[config.mk]
export PLATFORM = sky130hd
export DESIGN_NAME = lhi_host_port
export DESIGN_NICKNAME = d
export VERILOG_FILES = /design/src/inc/lhi_pkg.sv /design/src/rtl/lhi_fifo.sv /design/src/rtl/lhi_host_port.sv
export SDC_FILE = /design/constraint.sdc
export NUM_CORES = 1
export LEC_CHECK = 0
export BUFFER_PORTS_ARGS = -buffer_cell sky130_fd_sc_hd__buf_2
export CAP_MARGIN = 20
export CORE_ASPECT_RATIO = 0.9
export CORE_MARGIN = 10
export CORE_UTILIZATION = 45
export DETAILED_ROUTE_END_ITERATION = 8
export SKIP_CTS_REPAIR_TIMING = 1
export SYNTH_ARGS = -nofsm -noshare
export SYNTH_HDL_FRONTEND = slang
export SYNTH_SLANG_ARGS = --single-unit
export TNS_END_PERCENT = 30
[constraint.sdc]
create_clock -name clk -period 3.1 [get_ports clk]
set_input_delay 0.62 -clock clk [delete_from_list [all_inputs] [get_ports clk]]
set_output_delay 0.62 -clock clk [all_outputs]
set_load 0.05 [all_outputs]
[src/inc/lhi_pkg.sv]
// package: constants and types for the lcd driver host interface
package lhi_pkg;
  localparam int          DATA_W      = 8;
  localparam int          FIFO_DEPTH  = 32;
  localparam int          BIT_CNT_W   = 3;
  localparam logic [2:0]  BIT_LAST    = 3'h7;
  localparam logic [2:0]  BIT_FIRST   = 3'h0;
  localparam logic [7:0]  BYTE_ZERO   = 8'h00;
  localparam logic [7:0]  STATUS_RST  = 8'h00;
  // fifo word: {isData, byte}
  localparam int          WORD_W      = DATA_W + 1;
  localparam int          WORD_DATA_BIT = DATA_W;

  typedef enum logic [1:0]
  {
    LHI_IDLE   = 2'b00,
    LHI_WRITE  = 2'b01,
    LHI_READ   = 2'b10
  } lhi_acc_t;
endpackage

[src/rtl/lhi_fifo.sv]
// file: synchronous fifo with valid/ready on both sides
`timescale 1ns/1ps
module lhi_fifo #(
  parameter int WIDTH = 9,
  parameter int DEPTH = 32
) (
  input  wire logic             clk,
  input  wire logic             sys_rst,
  input  wire logic [WIDTH-1:0] inData,
  input  wire logic             inValid,
  output logic                  inReady,
  output logic [WIDTH-1:0]      outData,
  output logic                  outValid,
  input  wire logic             outReady
);
  localparam int AW = $clog2(DEPTH);

  logic [WIDTH-1:0] mem [DEPTH];
  logic [AW-1:0]    wrPtr_r;
  logic [AW-1:0]    rdPtr_r;
  logic [AW:0]      count_r;
  logic             push;
  logic             pop;

  assign inReady  = (count_r != (AW+1)'(DEPTH));
  assign outValid = (count_r != '0);
  assign outData  = mem[rdPtr_r];
  assign push     = inValid && inReady;
  assign pop      = outValid && outReady;

  always_ff @(posedge clk)
  begin
    if (push)
      mem[wrPtr_r] <= inData;
  end

  always_ff @(posedge clk or posedge sys_rst)
  begin
    if (sys_rst)
    begin
      wrPtr_r <= '0;
      rdPtr_r <= '0;
      count_r <= '0;
    end
    else
    begin
      if (push)
        wrPtr_r <= (wrPtr_r == AW'(DEPTH-1)) ? '0 : wrPtr_r + 1'b1;
      if (pop)
        rdPtr_r <= (rdPtr_r == AW'(DEPTH-1)) ? '0 : rdPtr_r + 1'b1;
      count_r <= count_r + (AW+1)'(push) - (AW+1)'(pop);
    end
  end
endmodule

[src/rtl/lhi_host_port.sv]
// file: host port of the lcd driver, parallel 68/80 and serial write
`timescale 1ns/1ps
module lhi_host_port #(
  parameter int DATA_W = 8,
  parameter int DEPTH  = 32
) (
  input  wire logic              clk,
  input  wire logic              sys_rst,
  input  wire logic              parallelSel,
  input  wire logic              busStyleSelect,
  input  wire logic              chipSelectLow_n,
  input  wire logic              chipSelectHigh,
  input  wire logic              dataCommandSelect,
  input  wire logic              readStrobe,
  input  wire logic              writeStrobe,
  input  wire logic [DATA_W-1:0] dataIn,
  output logic      [DATA_W-1:0] dataOut,
  output logic      [DATA_W-1:0] dataOe,
  input  wire logic              serialClk,
  input  wire logic [DATA_W-1:0] readData,
  input  wire logic [DATA_W-1:0] statusData,
  output logic                   readReq,
  output logic      [DATA_W-1:0] byteOut,
  output logic                   byteIsData,
  output logic                   byteValid,
  input  wire logic              byteReady,
  output logic                   overflow
);
  ////////////////////////////////////////////////////////////////////////////
  logic              chipOn;
  logic              serMode;
  logic              rdAct;
  logic              wrAct;
  logic              rdAct_r;
  logic              wrAct_r;
  logic              sclk_r;
  logic [DATA_W-1:0] shift_r;
  logic [2:0]        bitCnt_r;
  logic [DATA_W-1:0] holdLatch_r;
  logic [DATA_W-1:0] dataOut_r;
  logic [DATA_W-1:0] dataOe_r;
  logic              readReq_r;
  logic              overflow_r;
  logic              pWrite;
  logic              sWrite;
  logic              fifoValid;
  logic              fifoReady;
  logic [lhi_pkg::WORD_W-1:0] fifoIn;
  logic [lhi_pkg::WORD_W-1:0] fifoOut;
  logic [DATA_W-1:0] sWord;
  lhi_pkg::lhi_acc_t acc;

  assign chipOn  = !chipSelectLow_n && chipSelectHigh;
  assign serMode = !parallelSel;

  // direction decode per bus style
  always_comb
  begin
    if (busStyleSelect)
    begin
      rdAct = readStrobe && writeStrobe;
      wrAct = readStrobe && !writeStrobe;
    end
    else
    begin
      rdAct = !readStrobe;
      wrAct = !writeStrobe;
    end
  end

  always_comb
  begin
    if (!chipOn || serMode)
      acc = lhi_pkg::LHI_IDLE;
    else if (wrAct)
      acc = lhi_pkg::LHI_WRITE;
    else if (rdAct && dataCommandSelect)
      acc = lhi_pkg::LHI_READ;
    else
      acc = lhi_pkg::LHI_IDLE;
  end

  ////////////////////////////////////////////////////////////////////////////
  // parallel strobe tracking; trailing edge takes the byte
  always_ff @(posedge clk or posedge sys_rst)
  begin
    if (sys_rst)
    begin
      rdAct_r <= 1'b0;
      wrAct_r <= 1'b0;
    end
    else
    begin
      rdAct_r <= (acc == lhi_pkg::LHI_READ);
      wrAct_r <= (acc == lhi_pkg::LHI_WRITE);
    end
  end

  // write ends when strobe drops or chip deselects mid-cycle
  assign pWrite = wrAct_r && (acc != lhi_pkg::LHI_WRITE);

  // latch the bus each cycle the write is active, commit at trailing edge
  logic [DATA_W-1:0] pData_r;
  logic              pIsData_r;
  always_ff @(posedge clk or posedge sys_rst)
  begin
    if (sys_rst)
    begin
      pData_r   <= lhi_pkg::BYTE_ZERO;
      pIsData_r <= 1'b0;
    end
    else if (acc == lhi_pkg::LHI_WRITE)
    begin
      pData_r   <= dataIn;
      pIsData_r <= dataCommandSelect;
    end
  end

  ////////////////////////////////////////////////////////////////////////////
  // serial receiver; scl sampled as a synchronous input
  always_ff @(posedge clk or posedge sys_rst)
  begin
    if (sys_rst)
      sclk_r <= 1'b0;
    else
      sclk_r <= serialClk;
  end

  logic sclkRise;
  assign sclkRise = serialClk && !sclk_r && chipOn && serMode;
  assign sWord    = {shift_r[DATA_W-2:0], dataIn[DATA_W-1]};
  assign sWrite   = sclkRise && (bitCnt_r == lhi_pkg::BIT_LAST);

  always_ff @(posedge clk or posedge sys_rst)
  begin
    if (sys_rst)
    begin
      shift_r  <= lhi_pkg::BYTE_ZERO;
      bitCnt_r <= lhi_pkg::BIT_FIRST;
    end
    else if (!chipOn || !serMode)
    begin
      shift_r  <= lhi_pkg::BYTE_ZERO;
      bitCnt_r <= lhi_pkg::BIT_FIRST;
    end
    else if (sclkRise)
    begin
      shift_r  <= sWord;
      bitCnt_r <= bitCnt_r + 3'h1;
    end
  end

  ////////////////////////////////////////////////////////////////////////////
  // both paths feed the fifo; select sampled with the final bit
  always_comb
  begin
    if (sWrite)
      fifoIn = {dataCommandSelect, sWord};
    else
      fifoIn = {pIsData_r, pData_r};
  end
  assign fifoValid = sWrite || pWrite;

  // fifo absorbs bursts so the host never waits; overflow is sticky
  always_ff @(posedge clk or posedge sys_rst)
  begin
    if (sys_rst)
      overflow_r <= 1'b0;
    else if (fifoValid && !fifoReady)
      overflow_r <= 1'b1;
  end

  lhi_fifo #(
    .WIDTH (lhi_pkg::WORD_W),
    .DEPTH (DEPTH)
  ) u_fifo (
    .clk      (clk),
    .sys_rst  (sys_rst),
    .inData   (fifoIn),
    .inValid  (fifoValid),
    .inReady  (fifoReady),
    .outData  (fifoOut),
    .outValid (byteValid),
    .outReady (byteReady)
  );

  assign byteOut    = fifoOut[DATA_W-1:0];
  assign byteIsData = fifoOut[lhi_pkg::WORD_DATA_BIT];

  ////////////////////////////////////////////////////////////////////////////
  // read path: bus shows the holding latch, refilled at end of read
  always_ff @(posedge clk or posedge sys_rst)
  begin
    if (sys_rst)
    begin
      holdLatch_r <= lhi_pkg::STATUS_RST;
      readReq_r   <= 1'b0;
    end
    else
    begin
      readReq_r <= rdAct_r && (acc != lhi_pkg::LHI_READ);
      if (readReq_r)
        holdLatch_r <= readData;
    end
  end

  always_ff @(posedge clk or posedge sys_rst)
  begin
    if (sys_rst)
    begin
      dataOut_r <= lhi_pkg::BYTE_ZERO;
      dataOe_r  <= '0;
    end
    else if (acc == lhi_pkg::LHI_READ)
    begin
      dataOut_r <= holdLatch_r;
      dataOe_r  <= '1;
    end
    else
    begin
      dataOut_r <= statusData;
      dataOe_r  <= '0;
    end
  end

  assign dataOut  = dataOut_r;
  assign dataOe   = dataOe_r;
  assign readReq  = readReq_r;
  assign overflow = overflow_r;
endmodule

# [Word-level counts from Yosys, hierarchy flattened]
# Memory sizes are Yosys's and may differ from the RTL's.
# Index checks and enable logic that the tools add are counted.
# W data, S select, Z words.
[op_classes] n_eq_ne=8 addsub=5 n_mux=16 n_reduce_logical=25
[ops] operator="$mux W8" n=2
[ops] operator="$mux W7" n=2
[ops] operator="$logic_and A1 B1 Y1" n=13
[ops] operator="$add A5 B1 Y5 const B" n=2
[ops] operator="$eq A5 B5 Y1 const B" n=2
[ops] operator="$mux W5" n=2
[ops] operator="$mux W9" n=1
[ops] operator="$logic_not A1 Y1" n=7
[ops] operator="$add A6 B1 Y6" n=1
[ops] operator="$mux W2" n=3
[ops] operator="$mux W3" n=2
[ops] operator="$ne A6 B6 Y1 const B" n=1
[ops] operator="$reduce_bool A6 Y1" n=1
[ops] operator="$sub A6 B1 Y6" n=1
[ops] operator="$mux W1" n=4
[ops] operator="$add A3 B1 Y3 const B" n=1
[ops] operator="$eq A3 B3 Y1 const B" n=1
[ops] operator="$logic_or A1 B1 Y1" n=3
[ops] operator="$eq A2 B1 Y1 const B" n=1
[ops] operator="$eq A2 B2 Y1 const B" n=1
[ops] operator="$ne A2 B1 Y1 const B" n=1
[ops] operator="$ne A2 B2 Y1 const B" n=1
[ops] operator="$reduce_bool A2 Y1" n=1
[totals] regBits=64 inputBits=35 ramBits=288 out_inout_bits=28 memories=1 elab_cells=70
[memory_table] memory="u_fifo.mem" words=32 width=9 read_ports=1 rd_clocked_by_memory_dff=0 wr=1 line_no="lhi_fifo.sv:18" source="logic [WIDTH-1:0] mem [DEPTH];"

# [Longest topological paths before layout]
# Gate-level depths: netlist of the first run.
[logic_depth] ltp_word=12 depth_mapped=13 mapped_depth_nobuf=13

# [Modules after synthesis]
# A second synthesis of the first run with hierarchy kept.
[unflattened] cells_unflattened=746 area_unflattened_um2=13853.3
[by_module_without_submodules] module="lhi_fifo" n_inst=1 area_each_um2=12102.9 cells_each=626 seq_area_each_um2=9048.7
[by_module_without_submodules] module="lhi_host_port" n_inst=1 area_each_um2=1750.4 cells_each=120 seq_area_each_um2=1001.0

# [Least setup slack after synthesis of the first run]
# No wires, ideal clock.
[synth_path] path_type="register to output" start="register u_fifo.rdPtr_r[1]" end="output port byteIsData" path_slack_ns=-0.220 arrival_time_ns=2.700 required_ns=2.480 path_buffers=2 path_stages_with_launch=6 path_cell_list="dfrtp_1 > buf_4 > buf_4 > mux4_2 > o22ai_1 > nor4_1"
[synth_via] elab_chain_len=1
[synth_lines] item="from (decl)" line_no="lhi_fifo.sv:20" source="logic [AW-1:0] rdPtr_r;"
[synth_lines] item="from (signal assigned)" line_no="lhi_fifo.sv:50" source="rdPtr_r <= (rdPtr_r == AW'(DEPTH-1)) ? '0 : rdPtr_r + 1'b1;"
[synth_lines] item="$mem_v2 Z32 W9"
[synth_lines] item="to (decl)" line_no="lhi_host_port.sv:24" source="output logic byteIsData,"
# No other way between the ends.

# [Final worst setup path of the first run]
[layout_path] start="register u_fifo.rdPtr_r[1]" end="output port byteOut[5]"
[layout_via] elab_chain_len=1
[layout_lines] item="$mem_v2 Z32 W9"
[layout_lines] item="to (decl)" line_no="lhi_host_port.sv:23" source="output logic [DATA_W-1:0] byteOut,"
# No other way between the ends.

==> impl.org, run 1 <==
** Outcome
- Violated checks :: negative setup slack
- The run finished, with violations left.

** Power and ir drop
- Psw :: around 0.0045 W
- The clock network burns approximately 28% of the power.
- Portion of total power attributed to combinational logic :: roughly 34%
- Net switching is between 30% and 40% of the power.
- Internal power summed over all cells :: slightly above 0.01 W
- The analysis attributes to cell leakage a power of a little under 6 nW.
- Power spread over the standard cell area amounts to 883 nW/µm².
- IR analysis of the VDD net gives a maximum drop of 0.782 mV.
- Per report_power, the sequential group accounts for a little under two fifths of the total.

** Route
- Across all layers, the routed design uses between 7,000 and 8,000 vias.
- Wires add up to a little over 30,000 µm.
- For this block, the initial DRC count from the detailed router was approximately 640.
- For this run, design rule violations remaining after detail routing come to 0.
- Dividing the detail-routed wire length by the instance count gives ~24 µm.
- In this run the remaining antenna-violating nets after routing total 0.
- For this run, the detailed router's first-pass iteration total came to 5.
- Post-detailed-route via-to-cell ratio :: 5.63

** Yosys
- Among all flip-flop cells after synthesis, the most frequent one is edfxtp_1.
- After synthesis, the share of flip-flops with an asynchronous set or reset is between 15 and 20%.
- Net Count, Synth :: 767
- Synth Area per Inst :: just under 20 µm²
- Dominant cells by area after synthesis :: edfxtp_1, mux4_2, dfrtp_1
- Count of warnings emitted by yosys :: 0
- Number of standard cells after synthesis :: 713
- Summing every instance area after synthesis gives ~14,000 µm².
- The synthesized design spends more area on one cell type than any other, namely edfxtp_1.
- For this run, the register share of the synthesized area comes to 73.1%.
- Summed over its instances, the top area cell type makes up between 60 and 70% of the synthesized netlist area.
- The synthesized netlist contains 49 unique library cells.
- In this run, synthesis produced a sequential element count of ~340.
- Yosys mapped a number of flops with a built-in enable equal to ~290.

** Die
- The die covers 37,900 µm².
- The initialized floorplan defines 60 standard-cell rows.
- Die height :: around 190 µm
- The die is 204 µm wide.
- Starting density of the core :: between 40% and 50%
- After floorplanning, the core was sized to cover ~30,000 µm².
- Ports placed on the boundary :: 63

** Clocking
- Worst skew pair latency :: approximately 520 ps
- Clock tree from TritonCTS :: built
- The clock net in this run drives a total of roughly 340 sinks.
- Clock-pin slew was measured on the worst setup and hold paths at ~60 ps.
- The H-tree was split into 2 levels.
- Cts bufs inserted :: 36
- The tree is rooted in a clkbuf_16.
- Buffer depth of the longest clock path :: 3

** Global routing
- Global-route wire length before repair :: 45,300 µm
- Total Routing Usage GR :: approximately 16%
- The number of global-route vias before repair was 7,404.
- Largest net degree at the start of global routing :: 38
- The number of antenna violations at the first check in global routing was 0.
- Final global-route overflow total :: 0

** Worst setup path
- Worst reg-to-reg setup slack :: about 440 ps
- Class of the most critical setup path :: flop to primary output
- Crit Reg-Reg Endpoint :: u_fifo.count_r[4]
- The largest single stage delay on the critical path is 500 ps.
- In this run the critical register-to-register path is launched from u_fifo.count_r[2].
- At the worst endpoint, the arrival time is 2490 ps.
- For the worst setup path, the data required time is about 2500 ps.
- Number of cells on the worst reg-to-reg path :: 13
- The worst setup path is launched from a flop.
- STA classifies the critical path endpoint as a primary output.
- Worst setup path endpoint :: byteOut[5]
- The critical path goes through buf_8 > buf_12 > mux4_2 > o22ai_1 > buf_4 > nor4_4 > buf_6.
- The most critical setup path has its startpoint at u_fifo.rdPtr_r[1].
- Of all nets on the critical path, the largest fanout is 6.
- On the critical path, the stage with the largest delay is an instance of dfrtp_4.

** Timing
- Worst relative slew slack :: a little over a third
- Post-layout minimum cycle time :: 3110 ps
- For the pin with the worst max-slew slack, the measured transition is ~960 ps.
- The number of pins with negative max-slew slack in the final report was 0.
- Post-Route Skew :: ~23 ps
- Final period util :: 100%
- The hold violation total from the final report is 0.
- Setup repair after global routing could not meet its margin everywhere.
- Setup violations remaining at the end of the flow were counted as 1.
- On the final layout, the worst hold slack is approximately 180 ps.
- Setup slack on the critical path of the routed design comes to -14.5 ps.
- Final-layout setup total negative slack :: -14.5 ps
- Derived from the worst setup path, the maximum achievable clock frequency is between 300 and 400 MHz.

** Finish
- The net count of the finished layout is 907.
- 0 antenna diodes ended up in the layout.
- Fill cell count :: between 2,000 and 2,500
- Summing all flip-flop and latch instances after layout gives between 10,000 and 15,000 µm².
- Share of final-layout standard cells stronger than drive strength 1 :: 38.8%
- Summing all multi-input logic gate instances after layout gives roughly 3700 µm².
- The area growth from synthesis to layout is 20.5%.

** Placed design
- After legalization and detailed placement, the total HPWL measured roughly 19,000 µm.
- Input and output buffers added on the ports amount to between 60 and 70.
- Final GP Congestion :: around 0.8

** Hold path
- In this run the worst hold path is classified as primary input to asynchronous set/reset pin.

** Run
- Across the run, the number of max-cap violations was 0.
[cell type report]
| cell class | instances | share of cell area [%] |
|---|---|---|
| Clock buffer | 50 | 6.14 |
| Clock inverter | 14 | 0.612 |
| Inverter | 18 | 0.408 |
| Multi-Input combinational cell | 313 | 22.1 |
| Sequential cell | 344 | 60.7 |
| Tap cell | 403 | 3.04 |
| Timing Repair Buffer | 140 | 6.96 |
[worst min-delay path by stage]
stage | cells past startpoint | to | from
CTS | 2 | holdLatch_r[5] | sys_rst
floorplan | 1 | holdLatch_r[0] | holdLatch_r[0]
finish | 2 | holdLatch_r[6] | sys_rst
global route | 2 | holdLatch_r[5] | sys_rst
detailed placement | 1 | pData_r[0] | pData_r[0]
global placement | 1 | dataOut[5] | holdLatch_r[5]
[logic make-up after synthesis]
logic type | after synthesis | share of synthesized area (%)
DFF | 344 | 73.1
buffers and inverters | 56 | 2.06
xor gates and xnor gates | 4 | 0.255
muxes | 112 | 15.2
AOI/OAI and AO/OA | 68 | 3.19
and+or+nand+nor | 110 | 4.42
adders and majority gates | 19 | 1.78
[placed cells by master (no fill, tap or decap), types with 17 or more instances in the layout]
| cell | synthesis | layout |
|---|---|---|
| buf_2 | 6 | 53 |
| buf_4 | 15 | 66 |
| clkbuf_16 | 0 | 43 |
| dfrtp_1 | 56 | 54 |
| edfxtp_1 | 288 | 288 |
| ha_1 | 18 | 18 |
| inv_1 | 18 | 17 |
| mux2_2 | 37 | 37 |
| mux4_2 | 72 | 72 |
| nand2_1 | 23 | 23 |
| nor2_1 | 28 | 28 |
| o22ai_1 | 37 | 17 |
| o22ai_2 | 0 | 18 |
[critical path: cells and delay by family (launching register included)]
kind,cells,cell delay [ps]
buf+inv,4,680
flops,1,500
simple gates,1,370
mux,1,330
compound gates,1,80
[flip-flops by register name, indices dropped and copies added, names as in the netlist]
register and flops:
u_fifo.mem 288, dataOut 8, holdLatch_r 8, pData_r 8, shift_r 7, u_fifo.count_r 6, u_fifo.rdPtr_r 5, u_fifo.wrPtr_r 5
bitCnt_r 3, dataOe 1, overflow 1, pIsData_r 1, readReq 1, sclk_r 1, wrAct_r 1
[per-layer routing]
metal,share of wire [%],global-route usage (%),up-vias
li1,-,-,3153
met1,43,21.8,3808
met2,49,25.6,221
met3,5.9,3.04,34
met4,1.4,3.94,0
met5,0,0,-
[power by group through the flow]
stage	sequential (W)	combinational [W]	clock (W)
floorplan	0.00563	0.00292	0
global placement	0.00575	0.00393	0
detailed placement	0.00577	0.00400	0
CTS	0.00567	0.00401	0.00414
global route	0.00565	0.00526	0.00437
finish	0.00562	0.00495	0.00405
[cells in the mapped netlist, drive strengths merged, types with 12 or more instances]
cell,number
buf,25
a21oi,12
clkbuf,13
edfxtp,288
o22ai,37
nand2,23
dfrtp,56
mux2,40
nor2,28
mux4,72
ha,18
nor2b,14
inv,18
[stage by stage]
stage	instance area, µm²	utilization, %	total power, W	std cells	worst slack [ps]
final	16600	55.1	0.0146	1282	-14.5
after global routing	16600	55.1	0.0153	1282	-64.0
after CTS	16000	53.2	0.0138	1260	-305
after detailed placement	14900	49.5	0.00977	1196	246
after global placement	14900	49.5	0.00968	1196	231
after floorplan	13800	-	0.00855	713	-220
Power figures use the tool's default switching activity.
==> run 2, diff against run 1 <==
--- a/config.mk
+++ b/config.mk
@@ -5,12 +5,13 @@
 export SDC_FILE = /design/constraint.sdc
 export NUM_CORES = 1
 export LEC_CHECK = 0
-export BUFFER_PORTS_ARGS = -buffer_cell sky130_fd_sc_hd__buf_2
 export CAP_MARGIN = 20
 export CORE_ASPECT_RATIO = 0.9
 export CORE_MARGIN = 10
 export CORE_UTILIZATION = 45
 export DETAILED_ROUTE_END_ITERATION = 8
+export DONT_BUFFER_PORTS = 1
+export PLACE_DENSITY = 0.67
 export SKIP_CTS_REPAIR_TIMING = 1
 export SYNTH_ARGS = -nofsm -noshare
 export SYNTH_HDL_FRONTEND = slang
==> run 2 against run 1 <==
Against the previous run:
- the run now ends clean
- hold slack lost 45 ps
- clock-buffer cell count shrank 5
- register-to-register slack gained 20 ps
- fmax grew 0.87%
- total power shrank 5.2%
- worst setup slack gained 27 ps
- final cell count shrank 6.9%
- sequential power grew 0.9%
- combinational power shrank 17%
- clock power is essentially flat
- global-route usage shrank 0.18 points
==> impl.org, run 2 (synthesis results as in run 1) <==
** Timing
- Final period util :: 99.6%
- Setup violations remaining at the end of the flow were counted as 0.
- Maximum operating frequency :: between 300 and 400 MHz
- Fin. Hold Viols :: 0
- Post-Route Skew :: roughly 17 ps
- Worst relative slew slack :: between 20% and 30%
- Pins Over Slew Limit :: 0
- Slew of the pin with the lowest slew margin :: approximately 1100 ps
- Final-layout setup total negative slack :: 0 ps
- The routed design could run at a clock period as short as 3090 ps.
- Setup repair after global routing missed its margin :: true

** Finish
- The area growth from synthesis to layout is 14.9%.
- At the end of the flow the core is filled with cells to 52.6%.
- Register cell area after layout :: roughly 10,000 µm²
- Combined area of the multi-input logic cells :: 3560 µm²
- Filler-free cell count of the finished design :: approximately 1,200
- Largest Register :: u_fifo.mem
- Most common cell after layout, fill and taps aside :: edfxtp_1
- Fill cell count :: around 2,300
- Antenna Diode Count :: 0
- Number of flip-flops in the largest register :: between 200 and 300
- With fillers left out, the area of the finished cells amounts to ~16,000 µm².
- In the final layout, the share of cells above drive strength 1 is approximately 31%.
- In the layout the commonest cells are edfxtp_1, mux4_2, dfrtp_1.
- Final nets :: 820

** Outcome
- Run status :: finished, final reports clean

** Hold path
- Hold depth :: 0
- Hold Path Class :: primary input to flop

** Route
- Post-detailed-route via-to-cell ratio :: about 5.7
- Average routed wire per standard cell :: roughly 24 µm
- Drt first-iter violations :: between 500 and 600
- Met3 routed WL :: approximately 1500 µm
- Once detail routing completed, the nets flagged for antenna violations numbered 0.
- In this run the top signal layer used is met4.
- The detailed router put a total of 12,400 µm of wire on met1.
- In the routed design, unresolved DRC markers number 0.
- Detailed routing inserted a total of just under 7,000 vias.
- Detailed-route wire length :: 29,100 µm
- Number of iterations in the first detailed-routing pass :: 5
- In the detailed route, the total length drawn on met2 is ~15,000 µm.

** Die
- The floorplan has 60 rows.
- The floorplan step set the die width to around 200 µm.
- In this run the count of I/O pins placed on the die edge is 63.
- Starting density of the core :: 45.8%
- The region available for standard cell placement spans roughly 30,000 µm².
- In this run the vertical extent of the chip is between 150 and 200 µm.
- The die covers 37,900 µm².

** Clocking
- Clock-pin slew was measured on the worst setup and hold paths at approximately 60 ps.
- Buffer depth of the longest clock path :: 3
- Worst skew pair latency :: approximately 500 ps
- The cell sitting at the root of the clock tree is a clkbuf_16.
- Sinks on the clock net :: about 340
- Clock tree from TritonCTS :: built
- Cts bufs inserted :: 35
- The clock tree synthesis step divided the H-tree into 2 levels.

** Global routing
- Final global-route overflow total :: 0
- Entering global routing, the biggest net connects 43 pins.
- Number of global-route vias before repair :: just over 7,000
- Global routing consumed, over all layers together, around 16% of the routing resources.
- Global-route wire length before repair :: about 45,000 µm
- The number of antenna violations at the first check in global routing came to 0.

** Worst setup path
- Worst-path maximum fanout :: 7
- The worst setup path is captured at a primary output.
- Number of cells on the worst reg-to-reg path :: 13
- CP startpoint kind :: flop
- Class of the most critical setup path :: flop to primary output
- CP Data Required Time :: ~2500 ps
- Data arrival time at the worst-slack endpoint :: between 2000 and 2500 ps

** Placed design
- Detailed placement HPWL :: ~19,000 µm
- The congestion estimate from routability-driven global placement came to between 0.7 and 0.8.
- Counting tap cells, the placed design contains a total of approximately 1,100 instances.
- Buffers placed on the I/O ports in this run total 0.
- Standard cell area after detailed placement :: approximately 15,000 µm²

** Power and ir drop
- Cell Pwr Density :: around 900 nW/µm²
- Largest vdd supply drop :: roughly 0.67 mV
- Summed over all cells, the static leakage comes to around 5.3 nW.

** Run
- Max-cap violations :: 0
run 2: cell count changes in the layout (fill, tap and decap cells not counted), moves of 3 or more:
| cell | previous run | this run |
|---|---|---|
| buf_2 | 53 | 0 |
| buf_4 | 66 | 46 |
| o22ai_2 | 18 | 7 |
| o22ai_1 | 17 | 27 |
| clkbuf_16 | 43 | 36 |
| nor4_2 | 4 | 8 |
| nor4_4 | 6 | 2 |
| buf_12 | 8 | 5 |
run 2: final timing paths:
check	slack (ps)	end	startpoint
worst max-delay path	10	byteIsData	u_fifo.rdPtr_r[1]
max in group asynchronous	2240	pData_r[1]	sys_rst
worst min-delay path	130	sclk_r	serialClk
worst max register to register	460	u_fifo.count_r[4]	u_fifo.count_r[3]
worst min register to register	510	pIsData_r	pIsData_r
min in group asynchronous	180	sclk_r	sys_rst
run 2: final cells by class:
cell class | count | area share, %
clock buffers | 45 | 5.92
clock inverters | 17 | 1.09
inverters | 18 | 0.428
multi-input cells | 313 | 22.6
flip-flops and latches | 344 | 63.7
well taps | 403 | 3.20
repair buffers | 54 | 3.04
run 2: per-layer routing:
layer | vias to the layer above | global-route usage (%)
met5 | - | 0
li1 | 2976 | -
met2 | 171 | 26.2
met3 | 35 | 3.04
met1 | 3623 | 20.8
met4 | 0 | 3.79
run 2: critical path, stage by stage, from the launching register on:
cell	delay (ps)
dfrtp_4	450
buf_6	160
buf_6	160
mux4_2	530
o22ai_1	360
nor4_2	80
buf_4	200
run 2: per-stage QoR:
stage / setup WS [ps] / hold WS [ps] / total power, W
after floorplan: -220 / 475 / 0.00855
after global placement: 272 / 485 / 0.00964
after detailed placement: 209 / 494 / 0.00978
after CTS: -311 / 115 / 0.0138
after global routing: -38.0 / 113 / 0.0145
final: 12.4 / 133 / 0.0139
run 2: report_power, final:
| group | total [W] | internal (W) | switching, W |
|---|---|---|---|
| sequential | 0.00567 | 0.00544 | 0.000232 |
| clock | 0.00405 | 0.00239 | 0.00166 |
| combinational | 0.00413 | 0.00177 | 0.00236 |
==> run 3, diff against run 2 <==
==> constraint.sdc (replaced) <==
create_clock -name clk -period 3.1 [get_ports clk]
set_input_delay 0.31 -clock clk [delete_from_list [all_inputs] [get_ports clk]]
set_output_delay 0.31 -clock clk [all_outputs]
set_load 0.05 [all_outputs]
==> run 3 against run 2 <==
Against the previous run:
- global-route usage down 0.21 points
- total power down 1.8%
- core utilization about the same
- fmax up 3.2%
- critical path type unchanged
- first-iteration DRC count up 9.6%
==> impl.org, run 3 (synthesis results as in run 1) <==
** Finish
- Leaving out fill and tap cells, the most frequent cell in the layout is edfxtp_1.
- After the last flow step, the layout net total stands at between 800 and 900.
- The finished layout holds 1,210 standard cells, fillers aside.
- Largest Register :: u_fifo.mem
- Layout Utilization :: about 53%
- Counting the fill cells in the layout gives 2,311.
- Cells with a size suffix above 1 make up a little over a quarter of the layout.
- Area Overhead vs Synth :: 14.9%
- The register with the most flip-flops in the layout has approximately 290 of them.
- Commonest cells after routing, fill and taps aside :: edfxtp_1, mux4_2, dfrtp_1
- Final non-filler cell area :: between 15,000 and 20,000 µm²

** Placed design
- The HPWL after detailed placement is 18,100 µm.
- Final GP Congestion :: 0.786
- Number of cells in the design after placement :: roughly 1,100
- After detailed placement, the total cell area comes to 14,400 µm².
- I/O Buffers :: 0
- OpenSTA, run right after detailed placement, puts the worst setup slack at around 380 ps.

** Run
- Across the run, the number of max-cap violations was 0.

** Clocking
- Clock-pin slew on the worst setup and hold paths :: 60 ps
- Clock Root Buffer :: clkbuf_16
- Clock latency on the worst-skew pair, taken at its later pin, is between 500 and 600 ps.
- Sinks on the clock net :: between 300 and 400
- The clock passes through at most 3 buffers.
- TritonCTS built the clock tree.
- The number of clock buffers added by TritonCTS is 36.
- H-Tree Level Count :: 2

** Timing
- After layout, the worst path uses roughly 97% of the clock period.
- Final setup fails :: 0
- Headroom to the max-slew limit came out at about 26%.
- For the finished layout, the period the worst path requires is approximately 3000 ps.
- Clock skew on the completed layout was measured at around 9.8 ps.
- Setup repair after global routing left no endpoint under its margin.
- Pins Over Slew Limit :: 0
- Post-route setup slack :: 107 ps
- The hold violation total from the final report is 0.
- For this run, the top clock speed supported by timing is between 300 and 400 MHz.
- For the pin with the worst max-slew slack, the measured transition is ~1100 ps.

** Worst setup path
- Dominant delay contributor by cell family on the critical path :: flip-flops
- Class of the most critical setup path :: flop to primary output
- Max incr delay on CP :: between 600 and 700 ps
- In this run the worst path has a maximum fanout of 36.
- Counting both buffers and inverters, the worst setup path holds a total of 2.
- Data arrival time at the worst-slack endpoint :: around 2700 ps
- CP startpoint kind :: flop
- Master of the slowest instance on the critical path :: dfrtp_4
- Crit end category :: primary output
- At the worst endpoint, the required time is about 2800 ps.
- Ordered list of cells on the worst path :: buf_12 > mux4_2 > o22ai_1 > nor4_2 > buf_4

** Die
- Site row count :: 60
- Die W :: approximately 200 µm
- Ports placed on the boundary :: 63
- Die height :: around 190 µm
- The floorplan step defined a die boundary enclosing around 38,000 µm².
- Starting density of the core :: 45.8%
- The floorplan step defined a core boundary enclosing about 30,000 µm².

** Route
- The first detailed-routing pass took 5 iterations.
- In this run, the number of DRC markers left after iteration 0 of detailed routing was 617.
- Via count :: 6,941
- Post-detailed-route via-to-cell ratio :: ~5.7
- In the routed design, unresolved DRC markers number 0.
- Average routed wire per standard cell :: around 24 µm
- After detailed routing, the total wire length is approximately 29,000 µm.
- Antenna Violating Nets Remaining :: 0

** Power and ir drop
- Power spread over the standard cell area amounts to approximately 860 nW/µm².
- Largest vdd supply drop :: approximately 0.74 mV
- Summed over all cells, the static leakage comes to roughly 5.3 nW.
- Total chip power :: 0.0136 W

** Global routing
- For this run, the total global-route usage over all layers was measured as 15.5%.
- Final global-route overflow total :: 0
- The number of antenna violations at the first check in global routing is 0.
- Entering global routing, the biggest net connects 47 pins.
- The first global-routing pass estimated 44,700 µm of wire.
- Number of global-route vias before repair :: approximately 7,300

** Outcome
- The run finished with clean final reports.

** Hold path
- The tightest min-delay check is of the primary input to flop type.
-- run 3: cell count changes in the layout (fill, tap and decap cells not counted), moves of 2 or more --
cell and change:
buf_12 -2, o22ai_4 -3, bufinv_16 -3, buf_6 -3, dlygate4sd3_1 +28, clkbuf_8 +3, o22ai_1 +10, o22ai_2 -7
buf_4 -13, clkinv_1 +2
-- run 3: cell type report --
| type | instances | area (µm²) | area share [%] |
|---|---|---|---|
| sequential | 344 | 10100 | 63.7 |
| multi-input combinational | 313 | 3460 | 21.9 |
| clock buffer | 50 | 1000 | 6.36 |
| timing repair buffer | 65 | 603 | 3.82 |
| tap | 403 | 504 | 3.19 |
| clock inverter | 16 | 81.3 | 0.515 |
| inverter | 18 | 67.6 | 0.428 |
| antenna | 1 | 2.50 | 0.0159 |
-- run 3: per-stage QoR --
step	hold WS, ps	TNS, ps
4_1_cts	-319	-86.7
2_1_floorplan	341	0
3_3_place_gp	204	0
6_report	25.7	0
5_1_grt	20.4	0
3_5_place_dp	218	0
-- run 3: worst register-to-register path, delay by kind of cell, from the launching register on --
kind | cells | cell delay [ps]
simple gates | 2 | 1110
compound gates | 1 | 460
flops | 1 | 370
fa+ha+maj | 2 | 290
buf+inv | 1 | 60
-- run 3: per-layer routing --
layer | GRT usage, % | vias up | share of wire (%)
li1 | - | 2998 | -
met1 | 21.4 | 3637 | 43
met2 | 24.7 | 256 | 48
met3 | 2.94 | 50 | 6.9
met4 | 4.32 | 0 | 2.1
met5 | 0 | - | 0
-- run 3: worst paths after layout --
path / startpoint / to / slack, ps / cells past startpoint
max: u_fifo.rdPtr_r[1] / byteOut[0] / 110 / 5
min: writeStrobe / dataOe[6] / 30 / 2
max reg2reg: bitCnt_r[0] / u_fifo.mem[12][0] / 430 / 6
min reg2reg: holdLatch_r[0] / holdLatch_r[0] / 510 / 1
max in group asynchronous: sys_rst / u_fifo.rdPtr_r[1] / 2150 / 3
min in group asynchronous: sys_rst / pData_r[1] / 260 / 2
-- run 3: where the power goes --
part	total, W	switching, W	internal (W)
Sequential	0.00572	0.000283	0.00544
Clock	0.00393	0.00166	0.00227
Combinational	0.00395	0.00230	0.00165
